`config.mk`:
```
export PLATFORM = sky130hd
export DESIGN_NAME = omc_top
export DESIGN_NICKNAME = d
export VERILOG_FILES = /design/src/omc_pkg.sv /design/src/omc_top.sv
export SDC_FILE = /design/constraint.sdc
export NUM_CORES = 1
export LEC_CHECK = 0
export ABC_AREA = 1
export ABC_CLOCK_PERIOD_IN_PS = 3100
export BUFFER_PORTS_ARGS = -buffer_cell sky130_fd_sc_hd__buf_2
export CAP_MARGIN = 10
export CORE_MARGIN = 2
export CORE_UTILIZATION = 40
export CTS_CLUSTER_DIAMETER = 40
export DETAILED_ROUTE_END_ITERATION = 10
export PLACE_DENSITY = 0.58
export SLEW_MARGIN = 20
export SYNTH_ARGS = -nofsm -noshare
export SYNTH_HDL_FRONTEND = slang
export SYNTH_SLANG_ARGS = --single-unit
export TNS_END_PERCENT = 1
```
`constraint.sdc`:
```
create_clock -name clk_sys_i -period 3.1 [get_ports clk_sys_i]
set_input_delay 0.62 -clock clk_sys_i [delete_from_list [all_inputs] [get_ports clk_sys_i]]
set_output_delay 0.62 -clock clk_sys_i [all_outputs]
set_load 0.1 [all_outputs]
```
`src/omc_pkg.sv`:
```
// Package of constants and types for the operating mode controller.
package omc_pkg;

    // ****************************************************************
    // Register map
    // ****************************************************************
    localparam logic [11:0] OMC_ADDR_SYSCTL1 = 12'h000;
    localparam logic [11:0] OMC_ADDR_SYSCTL2 = 12'h004;
    localparam logic [11:0] OMC_ADDR_CONFIG  = 12'h008;
    localparam logic [11:0] OMC_ADDR_STATUS  = 12'h00C;

    // Control register one.
    localparam int OMC_C1_SLEEP = 0;
    // Control register two.
    localparam int OMC_C2_WDVAL_LO   = 0;
    localparam int OMC_C2_SLEEP_PERM = 2;
    localparam int OMC_C2_WDRESET    = 3;
    localparam int OMC_C2_PORSTAT    = 4;
    // Configuration register.
    localparam int OMC_CF_WAKE_CHG_EN  = 0;
    localparam int OMC_CF_EXT_RST_EN   = 1;
    localparam int OMC_CF_SLP_CNT_EN   = 2;
    localparam int OMC_CF_TMR_START    = 3;
    localparam int OMC_CF_SLD_START    = 4;
    localparam int OMC_CF_WDOG_INHIBIT = 5;
    localparam int OMC_CF_SLP_CNT_LO   = 8;
    localparam int OMC_CF_SLP_CNT_W    = 16;

    // ****************************************************************
    // Reset values and timing
    // ****************************************************************
    localparam logic [31:0] OMC_CONFIG_RST      = 32'h0000_0000;
    localparam logic [15:0] OMC_SLP_CNT_RST     = 16'h0100;
    localparam int          OMC_RST_HOLD_CYC    = 12;
    localparam int          OMC_OSC_START_CYC   = 64;
    localparam logic [3:0]  OMC_RST_HOLD_LAST   = 4'(OMC_RST_HOLD_CYC - 1);
    localparam logic [7:0]  OMC_OSC_START_LAST  = 8'(OMC_OSC_START_CYC - 1);

    // ****************************************************************
    // Types
    // ****************************************************************
    typedef enum logic [2:0]
    {
        OMC_ST_RESET   = 3'b000,
        OMC_ST_ACTIVE  = 3'b001,
        OMC_ST_STANDBY = 3'b010,
        OMC_ST_SLEEP   = 3'b011,
        OMC_ST_WAKE    = 3'b100
    } omc_state_e;

    typedef struct packed
    {
        logic cpu_clk_en;
        logic cpu_rst;
        logic sys_rst;
        logic osc_en;
        logic presc_en;
        logic periph_en;
        logic timer_en;
        logic sld_en;
        logic debounce_en;
        logic wake_chg_arm;
    } omc_ctrl_s;

endpackage : omc_pkg

```
`src/omc_top.sv`:
```
// Operating mode controller: active, standby and sleep sequencing over APB.
//
// Notes on behaviour
// - Halt instruction moves the device from active to standby.
// - Standby keeps regulator, oscillator, watchdog, interrupts, timers running.
// - Standby stops the instruction clock; the processor stops.
// - Registers, RAM and pins keep their values throughout standby.
// - Standby ends on a watchdog or enabled external reset, or an enabled interrupt request.
// - A reset in active mode sends the device into reset.
// - Writing the sleep bit in control register one enters sleep once sleep permit is set.
// - Sleep stops the oscillator; only the regulator stays on.
// - Sleep stops peripherals and holds processor and functions in reset.
// - Sleep ends only on enabled port change, external reset or counter expiry.
// - Wake from sleep passes through reset, restoring reset values.
// - Reset holds through sleep and an oscillator start-up interval.
// - Wake clears the sleep flag but keeps sleep permit.
// - Sleep permit reads zero after power-up, one after wake.
// - Prescaler and clock divider run in active and standby, stop in sleep.
// - Timer runs in standby only if started before; stopped in sleep.
// - Supply level detector starts only in active; off in sleep.
// - Port and reset debouncing work in active and standby only.
// - Wake on port change acts only in sleep under enable.
// - Any reset source holds system reset twelve cycles, processor too.
// - Only power-on reset clears sleep permit and power-on-only bits.
`timescale 1ns/1ps

module omc_top
    import omc_pkg::*;
(
    input  wire logic        clk_sys_i,
    input  wire logic        reset_n_i,
    input  wire logic        psel_i,
    input  wire logic        penable_i,
    input  wire logic        pwrite_i,
    input  wire logic [11:0] paddr_i,
    input  wire logic [31:0] pwdata_i,
    output logic      [31:0] prdata_o,
    output logic             pready_o,
    output logic             pslverr_o,
    input  wire logic        halt_i,
    input  wire logic        irq_req_i,
    input  wire logic        ext_rst_i,
    input  wire logic        wdog_rst_i,
    input  wire logic        port_change_i,
    input  wire logic [1:0]  wdog_val_i,
    output omc_pkg::omc_ctrl_s ctrl_o,
    output omc_pkg::omc_state_e mode_o,
    output logic             wdog_clear_o
);
    import omc_pkg::*;

    // ****************************************************************
    // State
    // ****************************************************************
    omc_state_e  state_q;
    omc_state_e  state_d;
    logic [3:0]  hold_q;
    logic [7:0]  osc_q;
    logic [15:0] slp_cnt_q;
    logic [31:0] config_q;
    logic        sleep_flag_q;
    logic        sleep_perm_q;
    logic        por_stat_q;
    logic        timer_run_q;
    logic        sld_run_q;
    logic        wdog_clr_q;
    logic [31:0] rdata_q;
    logic        ready_q;
    logic        err_q;
    omc_ctrl_s   ctrl_q;

    // ****************************************************************
    // Bus decode
    // ****************************************************************
    wire setup_w   = psel_i && !penable_i;
    wire access_w  = psel_i && penable_i && ready_q;
    wire wr_w      = access_w && pwrite_i;
    wire hit_c1    = paddr_i == OMC_ADDR_SYSCTL1;
    wire hit_c2    = paddr_i == OMC_ADDR_SYSCTL2;
    wire hit_cf    = paddr_i == OMC_ADDR_CONFIG;
    wire hit_st    = paddr_i == OMC_ADDR_STATUS;
    wire hit_any   = hit_c1 || hit_c2 || hit_cf || hit_st;
    wire wr_c1     = wr_w && hit_c1;
    wire wr_c2     = wr_w && hit_c2;
    wire wr_cf     = wr_w && hit_cf && (state_q == OMC_ST_ACTIVE);

    wire in_active  = state_q == OMC_ST_ACTIVE;
    wire in_standby = state_q == OMC_ST_STANDBY;
    wire in_sleep   = state_q == OMC_ST_SLEEP;

    // Software writes only land while the processor runs; reset holds them off.
    wire sleep_req  = wr_c1 && in_active && pwdata_i[OMC_C1_SLEEP]
                      && sleep_perm_q;

    wire wake_chg   = in_sleep && config_q[OMC_CF_WAKE_CHG_EN]
                      && port_change_i;
    wire wake_ext   = in_sleep && config_q[OMC_CF_EXT_RST_EN] && ext_rst_i;
    wire wake_cnt   = in_sleep && config_q[OMC_CF_SLP_CNT_EN] && (slp_cnt_q == 16'h0000);
    wire wake_w     = wake_chg || wake_ext || wake_cnt;

    // External reset through debouncing is only honoured awake; the watchdog
    // is frozen in sleep so its request is ignored there.
    wire awake_rst  = (in_active || in_standby)
                      && ((config_q[OMC_CF_EXT_RST_EN] && ext_rst_i) || wdog_rst_i);

    wire [31:0] c2_rd = {27'h000_0000, por_stat_q, 1'b0, sleep_perm_q, wdog_val_i};
    wire [31:0] st_rd = {28'h000_0000, sleep_flag_q, state_q};
    wire [31:0] rd_mux = hit_c1 ? {31'h0000_0000, sleep_flag_q} :
                         hit_c2 ? c2_rd :
                         hit_cf ? config_q :
                         hit_st ? st_rd : 32'h0000_0000;

    // ****************************************************************
    // Mode sequencer
    // ****************************************************************
    always_comb
    begin
        state_d = state_q;
        unique case (state_q)
            OMC_ST_RESET:
                if (hold_q == OMC_RST_HOLD_LAST)
                    state_d = OMC_ST_ACTIVE;
            OMC_ST_ACTIVE:
                if (awake_rst)
                    state_d = OMC_ST_RESET;
                else if (sleep_req)
                    state_d = OMC_ST_SLEEP;
                else if (halt_i)
                    state_d = OMC_ST_STANDBY;
            OMC_ST_STANDBY:
                if (awake_rst)
                    state_d = OMC_ST_RESET;
                else if (irq_req_i)
                    state_d = OMC_ST_ACTIVE;
            OMC_ST_SLEEP:
                if (wake_w)
                    state_d = OMC_ST_WAKE;
            OMC_ST_WAKE:
                if (osc_q == OMC_OSC_START_LAST)
                    state_d = OMC_ST_RESET;
            default:
                state_d = OMC_ST_RESET;
        endcase
    end

    always_ff @(posedge clk_sys_i or negedge reset_n_i)
    begin
        if (!reset_n_i)
        begin
            state_q <= OMC_ST_RESET;
            hold_q  <= 4'h0;
            osc_q   <= 8'h00;
        end
        else
        begin
            state_q <= state_d;
            hold_q  <= (state_q == OMC_ST_RESET) ? hold_q + 4'h1 : 4'h0;
            osc_q   <= (state_q == OMC_ST_WAKE) ? osc_q + 8'h01 : 8'h00;
        end
    end

    // ****************************************************************
    // Sleep counter and permit latch
    // ****************************************************************
    always_ff @(posedge clk_sys_i or negedge reset_n_i)
    begin
        if (!reset_n_i)
            slp_cnt_q <= OMC_SLP_CNT_RST;
        else if (!in_sleep)
            slp_cnt_q <= config_q[OMC_CF_SLP_CNT_LO +: OMC_CF_SLP_CNT_W];
        else if (slp_cnt_q != 16'h0000)
            slp_cnt_q <= slp_cnt_q - 16'h0001;
    end

    // The permit latch and the power-on flag only see the pin reset, which
    // stands for power-on; internal resets and wake leave them alone.
    always_ff @(posedge clk_sys_i or negedge reset_n_i)
    begin
        if (!reset_n_i)
        begin
            sleep_perm_q <= 1'b0;
            por_stat_q   <= 1'b1;
        end
        else
        begin
            if (wr_c2 && in_active)
                sleep_perm_q <= pwdata_i[OMC_C2_SLEEP_PERM];
            if (wr_c1 && in_active)
                por_stat_q <= 1'b0;
        end
    end

    // ****************************************************************
    // Resettable control registers
    // ****************************************************************
    // Everything here except the sleep flag, which only wake clears, returns to reset value
    // whenever the sequencer is in reset, so a wake behaves like a reset apart from the permit latch and the power-on flag.
    wire sys_rst_w = (state_q == OMC_ST_RESET) || in_sleep
                     || (state_q == OMC_ST_WAKE);

    always_ff @(posedge clk_sys_i or negedge reset_n_i)
    begin
        if (!reset_n_i)
        begin
            config_q     <= OMC_CONFIG_RST;
            sleep_flag_q <= 1'b0;
            timer_run_q  <= 1'b0;
            sld_run_q    <= 1'b0;
            wdog_clr_q   <= 1'b0;
        end
        else
        begin
            wdog_clr_q <= wr_c2 && in_active && pwdata_i[OMC_C2_WDRESET];
            if (sleep_req)
                sleep_flag_q <= 1'b1;
            else if (state_q == OMC_ST_WAKE)
                sleep_flag_q <= 1'b0;
            if (state_q == OMC_ST_RESET)
            begin
                config_q    <= OMC_CONFIG_RST;
                timer_run_q <= 1'b0;
                sld_run_q   <= 1'b0;
            end
            else if (wr_cf)
            begin
                // Wake enables survive sleep since writes never occur then.
                config_q    <= pwdata_i;
                timer_run_q <= pwdata_i[OMC_CF_TMR_START];
                sld_run_q   <= pwdata_i[OMC_CF_SLD_START];
            end
        end
    end

    // ****************************************************************
    // Function enables
    // ****************************************************************
    omc_ctrl_s ctrl_d;
    always_comb
    begin
        ctrl_d              = '0;
        ctrl_d.cpu_clk_en   = in_active;
        ctrl_d.cpu_rst      = sys_rst_w;
        ctrl_d.sys_rst      = sys_rst_w;
        ctrl_d.osc_en       = !in_sleep;
        ctrl_d.presc_en     = in_active || in_standby;
        ctrl_d.periph_en    = in_active || in_standby;
        ctrl_d.timer_en     = (in_active || in_standby) && timer_run_q;
        ctrl_d.sld_en       = in_active && sld_run_q;
        ctrl_d.debounce_en  = in_active || in_standby;
        ctrl_d.wake_chg_arm = in_sleep && config_q[OMC_CF_WAKE_CHG_EN];
    end

    // ****************************************************************
    // APB slave
    // ****************************************************************
    always_ff @(posedge clk_sys_i or negedge reset_n_i)
    begin
        if (!reset_n_i)
        begin
            ready_q <= 1'b0;
            rdata_q <= 32'h0000_0000;
            err_q   <= 1'b0;
            ctrl_q  <= '0;
        end
        else
        begin
            ready_q <= setup_w;
            err_q   <= setup_w && !hit_any;
            if (setup_w)
                rdata_q <= pwrite_i ? 32'h0000_0000 : rd_mux;
            ctrl_q  <= ctrl_d;
        end
    end

    assign prdata_o     = rdata_q;
    assign pready_o     = ready_q;
    assign pslverr_o    = err_q;
    assign ctrl_o       = ctrl_q;
    assign mode_o       = state_q;
    assign wdog_clear_o = wdog_clr_q;

endmodule // omc_top

```
After elaboration in Yosys (flattened, before gate mapping)
Cells that the tools add are included.
{"block": "totals", "inputBits": 56, "reg_bits": 110, "out_inout_bits": 48, "wordCells": 108}
{"block": "op_classes", "mux": 26, "n_reduce_logical": 43, "n_eq_ne": 15, "addsub": 3}
{"op": "32-bit two-way mux", "n": 6}
{"op": "16-bit two-way mux", "n": 2}
{"op": "12-bit by 4-bit == test with 1-bit output, second input constant", "n": 2}
{"op": "1-bit logical AND", "n": 24}
{"op": "3-bit two-way mux", "n": 8}
{"op": "16-bit zero test", "n": 1}
{"op": "16-bit nonzero test", "n": 1}
{"op": "16-bit by 1-bit subtractor with 16-bit output, second input constant", "n": 1}
{"op": "3-bit one-hot mux with 5 select lines", "n": 1}
{"op": "12-bit by 3-bit == test with 1-bit output, second input constant", "n": 1}
{"op": "12-bit zero test", "n": 1}
{"op": "1-bit logical OR", "n": 9}
{"op": "8-bit by 1-bit adder with 8-bit output, second input constant", "n": 1}
{"op": "8-bit by 6-bit == test with 1-bit output, second input constant", "n": 1}
{"op": "4-bit two-way mux", "n": 2}
{"op": "8-bit two-way mux", "n": 1}
{"op": "3-bit by 2-bit == test with 1-bit output, second input constant", "n": 2}
{"op": "1-bit two-way mux", "n": 6}
{"op": "5-bit AND reduction", "n": 1}
{"op": "4-bit by 1-bit adder with 4-bit output, second input constant", "n": 1}
{"op": "4-bit == test, second input constant", "n": 1}
{"op": "2-bit by 1-bit inequality test with 1-bit output, second input constant", "n": 2}
{"op": "2-bit inequality test, second input constant", "n": 2}
{"op": "4-bit by 2-bit inequality test with 1-bit output, second input constant", "n": 1}
{"op": "6 further kinds", "n": 9}

Depth between registers and ports, before layout
Gate-level depths: netlist (run 1).
{"block": "depth", "ltp_word": 10, "depth_mapped": 11}

Worst setup path after synthesis (run 1)
No wires, ideal clock.
{"block": "synth_path", "path_kind": "flip-flop to flip-flop", "from": "register state_q[2] (netlist: mode_o[2])", "to": "register state_q[0] (netlist: mode_o[0])", "required_time_ns": 3.032, "path_buffers": 0, "synth_period_minus_slack_ns": 2.113, "path_stages_with_launch": 9, "path_slack_ns": 0.987, "t_arrival_ns": 2.045, "cell_sequence": "dfrtp_1 inv_1 nor3_1 nand2_1 nand3_1 inv_1 nand3_1 nand2_1 nand2_1"}
{"block": "synth_via", "elab_chain_cells": 7, "word_cells_on_any_way": 28, "cone_classes": "9 x eq/ne; 4 x mux; 15 x reduce/logical"}
{"item": "start: declaration", "line_no": "omc_top.sv:55", "source": "omc_state_e state_q;"}
{"item": "start signal: assignment", "line_no": "omc_top.sv:156", "source": "state_q <= state_d;"}
{"item": "3-bit by 1-bit == test with 1-bit output / 3-bit by 2-bit == test with 1-bit output (equally long branches)", "line_no": "omc_top.sv:87, omc_top.sv:119, omc_top.sv:89"}
{"item": "1-bit logical AND, on equally long branches", "line_no": "omc_top.sv:92, omc_top.sv:95, omc_top.sv:97"}
{"item": "1-bit logical AND, on equally long branches", "line_no": "omc_top.sv:92, omc_top.sv:96, omc_top.sv:97"}
{"item": "1-bit logical AND / 1-bit logical OR (equally long branches)", "line_no": "omc_top.sv:93, omc_top.sv:99"}
{"item": "3-bit two-way mux / 1-bit logical OR (equally long branches)", "line_no": "omc_top.sv:126, omc_top.sv:99"}
{"item": "3-bit two-way mux / 2-bit by 1-bit inequality test with 1-bit output (equally long branches)"}
{"item": "3-bit one-hot mux with 5 select lines / 5-bit AND reduction (equally long branches)"}
Several ways; a longest one is shown, not always the timed one.
A chain may end at the register's enable or synchronous reset.

Worst setup path after layout (run 1)
{"block": "layout_path", "from": "input paddr_i[11]", "to": "register config_q[19]"}
{"block": "layout_via", "elab_chain_cells": 4}
{"item": "start: declaration", "line_no": "omc_top.sv:35", "source": "input wire logic [11:0] paddr_i,"}
{"item": "12-bit by 4-bit == test with 1-bit output", "line_no": "omc_top.sv:80", "source": "wire hit_cf = paddr_i == OMC_ADDR_CONFIG;"}
{"item": "1-bit logical AND (2 in a row)", "line_no": "omc_top.sv:85", "source": "wire wr_cf = wr_w && hit_cf && (state_q == OMC_ST_ACTIVE);"}
{"item": "2-bit nonzero test (no source line)"}
{"item": "end signal: assignment", "line_no": "omc_top.sv:227", "source": "config_q <= pwdata_i;"}
{"item": "end: declaration", "line_no": "omc_top.sv:60", "source": "logic [31:0] config_q;"}
Every way passes these cells.

==> results of run 1 <==
-- power by group --
part / internal [uW] / switching, uW
Clock: 665 / 557
Sequential: 1500 / 81.6
Combinational: 359 / 1080
-- cells in the mapped netlist, drive strengths merged --
cell / n / area, sq um
o211ai: 6 / 45.0
nand3b: 2 / 15.0
o21ai: 74 / 370
o22ai: 1 / 6.26
clkbuf: 4 / 15.0
dfstp: 2 / 52.6
buf: 17 / 113
nand4: 7 / 50.1
mux2i: 1 / 10.0
nand2: 109 / 414
a21oi: 14 / 73.8
inv: 82 / 308
a221oi: 1 / 8.76
ha: 4 / 50.1
dfrtp: 106 / 2650
a31oi: 3 / 18.8
nor2: 54 / 225
or2: 5 / 31.3
xor2: 4 / 35.0
a211oi: 1 / 7.51
xnor2: 1 / 8.76
o221ai: 1 / 8.76
o21bai: 4 / 30.0
a21boi: 1 / 7.51
nand3: 65 / 335
nor3: 9 / 45.0
clkinv: 1 / 5.00
-- routing by layer --
layer,share of wire,vias to the layer above
li1,-,2069
met1,0.47,1996
met2,0.47,98
met3,0.047,15
met4,0.016,0
met5,0,-
-- cell families (layout without fill, tap and decap cells) --
kind of cell	count (synthesis)	in the layout	synth area share
mux	1	1	0.00203
simple gates	251	251	0.226
compound gates	106	106	0.117
flops	108	108	0.547
buf+inv	104	207	0.0891
xor+xnor	5	5	0.00886
fa+ha+maj	4	4	0.0101
-- state kept, by name, indices dropped and copies added (netlist names) --
name,count
pslverr_o,1
prdata_o,32
ctrl_o,7
sleep_perm_q,1
osc_q,8
config_q,32
sleep_flag_q,1
por_stat_q,1
wdog_clear_o,1
slp_cnt_q,16
hold_q,4
pready_o,1
mode_o,3
-- through the flow --
| step | hold WS [ns] | power (uW) | setup slack (ns) |
|---|---|---|---|
| 4_1_cts | 0.285 | 4290 | 0.951 |
| 3_3_place_gp | 0.448 | 3040 | 0.639 |
| 2_1_floorplan | 0.324 | 2770 | 0.987 |
| 3_5_place_dp | 0.454 | 3050 | 0.567 |
| 5_1_grt | 0.304 | 4520 | 0.713 |
| 6_report | 0.262 | 4250 | 0.969 |
-- final timing paths --
| kind | to | slack (ns) |
|---|---|---|
| worst max register to register | mode_o[0] | 1.01 |
| worst max-delay path | config_q[19] | 0.97 |
| max in group asynchronous | prdata_o[20] | 1.92 |
| worst min register to register | osc_q[7] | 0.46 |
| worst min-delay path | pready_o | 0.26 |
| min in group clk_sys_i | osc_q[7] | 0.46 |
-- cell type report --
class | count | share of cell area
clock buffers | 10 | 0.0406
flip-flops and latches | 108 | 0.460
clock inverters | 6 | 0.0130
multi-input cells | 367 | 0.305
well taps | 147 | 0.0313
repair buffers | 108 | 0.0966
inverters | 83 | 0.0532
-- worst max-delay path, cell delays in order --
cell and delay [ns]:
buf_2 0.09, nor2_1 0.09, nand2_1 0.09, nor2_4 0.22, nand2_1 0.11, clkinv_2 0.37, nand2_2 0.13, nand2_1 0.15
buf_4 0.30, o21ai_0 0.15
==> out/qor.csv, run 1 <==
metric;value;unit
outcome;completed;
met2 usage;0.307;
CTS tree;built;
Pleak;0.00302;uW
MaxCap Viol Count;0;
Top Usage Layer GRT;met2;
CTS sink count;108;
RSZ-0062 raised after global routing;no;
most common cell after layout, fill and taps aside;nand2_1;
gp weighted congestion;0.856;
Layout Utilization;0.490;
final critical-path required period;2.13;ns
met3 usage;0.0490;
worst min path class;input port to async pin;
register area share after synthesis;0.547;
clock tree buffer depth;2;
Synth-to-Final Area Change;19.0;%
Seq. cell area;0.00271;sq mm
worst r2r src;mode_o[0];
setup violators final;0;
DR iter-0 viols;215;
drt wl/cell;14.9;um
setup_tns;0;ns
Cells after Synth;579;
drt pass-1 iters;7;
synth unique cells;38;
routed vias;4178;
met1 Track Usage GR;0.291;
arrival time of the worst setup path;2.35;ns
Chip Width;115;um
Fillers;1206;
final setup skew;0.0101;ns
total CTS buffers;9;
htree depth;3;
final net count;737;
Crit path required time;3.32;ns
FF-to-FF path depth;8;
Hold-fix buffers, CTS;0;
slew margin rel.;0.533;
ANT cells;0;
Starting Density;0.411;
Crit Path Max Fanout;36;
measured slew at the worst slew-check pin;0.695;ns
DRC errors left;0;
global-route wire length before repair;21100;um
Cell Area, Synth;0.00494;sq mm
Synth Net Count;639;
global route total overflow;0;
clock latency on the worst-skew pair;0.36;ns
Crit Path Class;input port to flip-flop;
HPWL after DPL;8790;um
final hold violation count;0;
I/O pins;104;
crit end category;flip-flop;
CTS resizes;0;
pwr/cell area;723;mW/mm^2
Worst-path clk slew;0.08;ns
root buf cell;clkbuf_16;
Die H;115;um
final slew viol count;0;
synthesis-stage register bit count;108;
Post-Layout Cell Count;829;
initial antenna violation count;0;
Routed WL;12400;um
Placed Area;0.00557;sq mm
fraction of layout cells with a size suffix above 1;0.210;
Max IR drop VDD;0.373;mV
GR Util All Layers;0.203;
total setup buffers inserted after CTS;0;
Crit. Startpoint;paddr_i[11];
yosys warns;0;
Non-Filler Cell Area, Final;0.00588;sq mm
Inst Count DP;813;
Worst setup SP type;input port;
commonest non-fill, non-tap cells in the layout;nand2_1 (107), dfrtp_1 (106), buf_2 (102);
DRT antenna net count;0;
Tcrit/Tclk final;0.687;
core area;0.0120;sq mm
Vias per Instance;5.04;
largest net degree at the start of global routing;55;
Rows;40;
area occupied by multi-input gates;0.00180;sq mm
mean post-synth cell area;8.54;sq um
die area;0.0133;sq mm
vias in the first global route;4243;
PortBufs;103;
FMAX;469;MHz
(Power assumes the default switching activity.)
==> run 2, diff against run 1 <==
--- a/config.mk
+++ b/config.mk
@@ -6,14 +6,14 @@
 export NUM_CORES = 1
 export LEC_CHECK = 0
 export ABC_AREA = 1
-export ABC_CLOCK_PERIOD_IN_PS = 3100
+export ABC_CLOCK_PERIOD_IN_PS = 1900
 export BUFFER_PORTS_ARGS = -buffer_cell sky130_fd_sc_hd__buf_2
 export CAP_MARGIN = 10
 export CORE_MARGIN = 2
 export CORE_UTILIZATION = 40
 export CTS_CLUSTER_DIAMETER = 40
 export DETAILED_ROUTE_END_ITERATION = 10
-export PLACE_DENSITY = 0.58
+export PLACE_DENSITY = 0.6
 export SLEW_MARGIN = 20
 export SYNTH_ARGS = -nofsm -noshare
 export SYNTH_HDL_FRONTEND = slang
==> constraint.sdc (replaced) <==
create_clock -name clk_sys_i -period 1.9 [get_ports clk_sys_i]
set_input_delay 0.38 -clock clk_sys_i [delete_from_list [all_inputs] [get_ports clk_sys_i]]
set_output_delay 0.38 -clock clk_sys_i [all_outputs]
set_load 0.1 [all_outputs]
==> run 2 against run 1 <==
Net effect: wire length rose by 1.7%; die area did not move; clock-buffer cell count rose by 1; power rose by 63%; worst hold slack got worse by 0.27 ns; the run now ends with hold timing left.
==> out/qor.csv, run 2 (synthesized netlist as in run 1, its figures left out) <==
metric;value;unit;change
Crit Path Max Fanout;7;;-81%
Synth-to-Final Area Change;20.3;%;
largest net degree at the start of global routing;40;;-27%
setup violators final;0;;unchanged
CP top delay family;simple AND/OR/NAND/NOR gates;;
RR Endpoint;slp_cnt_q[7];;
CP max-delay cell;dfrtp_2;;
drt wl/cell;15.0;um;+0.72%
CP bufs+invs;2;;-1
Die H;115;um;unchanged
CTS sink count;108;;unchanged
Non-Filler Cell Area, Final;0.00594;sq mm;+1.0%
drt pass-1 iters;4;;-3
worst path cell trace;inv_1 > nand3_2 > nor2_1 > nand3_1 > buf_4 > o21ai_0 > a21oi_1;;
r2r setup slk;0.18;ns;-0.83 ns
initial antenna violation count;0;;unchanged
FMAX;582;MHz;
Vias per Instance;5.08;;+0.73%
core area;0.0120;sq mm;unchanged
global-route wire length before repair;21200;um;+0.59%
Pleak;0.00304;uW;+0.79%
Crit Path Class;flip-flop to flip-flop;;
Placed Area;0.00564;sq mm;+1.4%
clock tree buffer depth;2;;unchanged
vias in the first global route;4276;;+0.78%
routed vias;4249;;+1.7%
smallest hold slack;-0.00471;ns;-0.267 ns
GR Util All Layers;0.204;;+0.000722
outcome;finished with violations;;
CTS tree;built;;
commonest non-fill, non-tap cells in the layout;nand2_1 (107), dfrtp_1 (103), buf_2 (102);;
violated checks;hold timing;;
Max stage delay on crit path;0.42;ns;+0.05 ns
final setup skew;0.00798;ns;-0.00208 ns
Max IR drop VDD;0.481;mV;+29%
Worst-path clk slew;0.07;ns;about the same
worst min path class;input port to async pin;;
DRT antenna net count;0;;unchanged
Starting Density;0.411;;unchanged
MaxCap Viol Count;0;;unchanged
final slew viol count;0;;unchanged
HPWL after DPL;9000;um;+2.4%
RSZ-0062 raised after global routing;no;;
final net count;745;;+1.1%
Tcrit/Tclk final;0.905;;
fraction of layout cells with a size suffix above 1;0.223;;+0.0135
I/O pins;104;;unchanged
final critical-path required period;1.72;ns;
clock latency on the worst-skew pair;0.35;ns;about the same
total power;6940;uW;+63%
setup_tns;0;ns;unchanged
slew margin rel.;0.603;;+0.0701
worst r2r src;mode_o[2];;
measured slew at the worst slew-check pin;0.593;ns;-0.102 ns
FF-to-FF path depth;7;;-1
ANT cells;0;;unchanged
root buf cell;clkbuf_16;;
most common cell after layout, fill and taps aside;nand2_1;;
Routed WL;12600;um;+1.7%
gp weighted congestion;0.884;;+3.2%
total CTS buffers;9;;unchanged
Rows;40;;unchanged
htree depth;3;;unchanged
PortBufs;103;;unchanged
global route total overflow;0;;unchanged
Chip Width;115;um;unchanged
die area;0.0133;sq mm;unchanged
Worst setup SP type;flip-flop;;
DR iter-0 viols;246;;+14%
crit end category;flip-flop;;
DRC errors left;0;;unchanged
total setup buffers inserted after CTS;0;;unchanged
arrival time of the worst setup path;1.95;ns;-0.40 ns
pwr/cell area;1170;mW/mm^2;+62%
Crit path required time;2.13;ns;-1.19 ns
final hold violation count;4;;+4
-- run 2: worst register-to-register path, cell delays in order, from the launching register on --
cell and delay (ns):
dfrtp_2 0.42, inv_1 0.17, nand3_2 0.21, nor2_1 0.18, nand3_1 0.22, buf_4 0.23, o21ai_0 0.10, a21oi_1 0.07
-- run 2: stage by stage --
step / setup WS (ns) / std cells / utilization
2_1_floorplan: 0.0292 / 579 / -
3_3_place_gp: 0.0755 / 821 / 0.470
3_5_place_dp: 0.00630 / 821 / 0.470
4_1_cts: 0.149 / 837 / 0.494
5_1_grt: 0.0206 / 837 / 0.495
6_report: 0.181 / 837 / 0.495
-- run 2: repair_timing --
action,CTS,global route
endpoints found under the setup margin,0,3
hold buffers,0,0
gates resized for setup,0,2
-- run 2: power by group --
part | total (uW) | switching (uW) | internal (uW)
registers | 2590 | 134 | 2460
logic | 2480 | 1800 | 674
clock network | 1870 | 845 | 1030
-- run 2: cell type report --
type | count | area [sq um]
flip-flops and latches | 108 | 2710
repair buffers | 116 | 641
multi-input cells | 367 | 1800
clock inverters | 5 | 60.1
well taps | 147 | 184
inverters | 83 | 313
fillers | 1186 | 6070
clock buffers | 11 | 233
-- run 2: worst max-delay path by stage --
| stage | start | to | slack, ns | depth (start not counted) |
|---|---|---|---|---|
| floorplan | pready_o | config_q[11] | 0.03 | 6 |
| global placement | paddr_i[11] | prdata_o[3] | 0.08 | 8 |
| detailed placement | paddr_i[11] | prdata_o[8] | 0.006 | 8 |
| CTS | mode_o[2] | slp_cnt_q[12] | 0.15 | 7 |
| global route | slp_cnt_q[0] | slp_cnt_q[14] | 0.02 | 11 |
| finish | mode_o[2] | slp_cnt_q[7] | 0.18 | 7 |
-- run 2: routing by layer --
metal,share of wire,up-vias,global-route usage
li1,-,2076,-
met1,0.47,2047,0.286
met2,0.46,109,0.314
met3,0.059,17,0.0474
met4,0.017,0,0.0683
met5,0,-,0
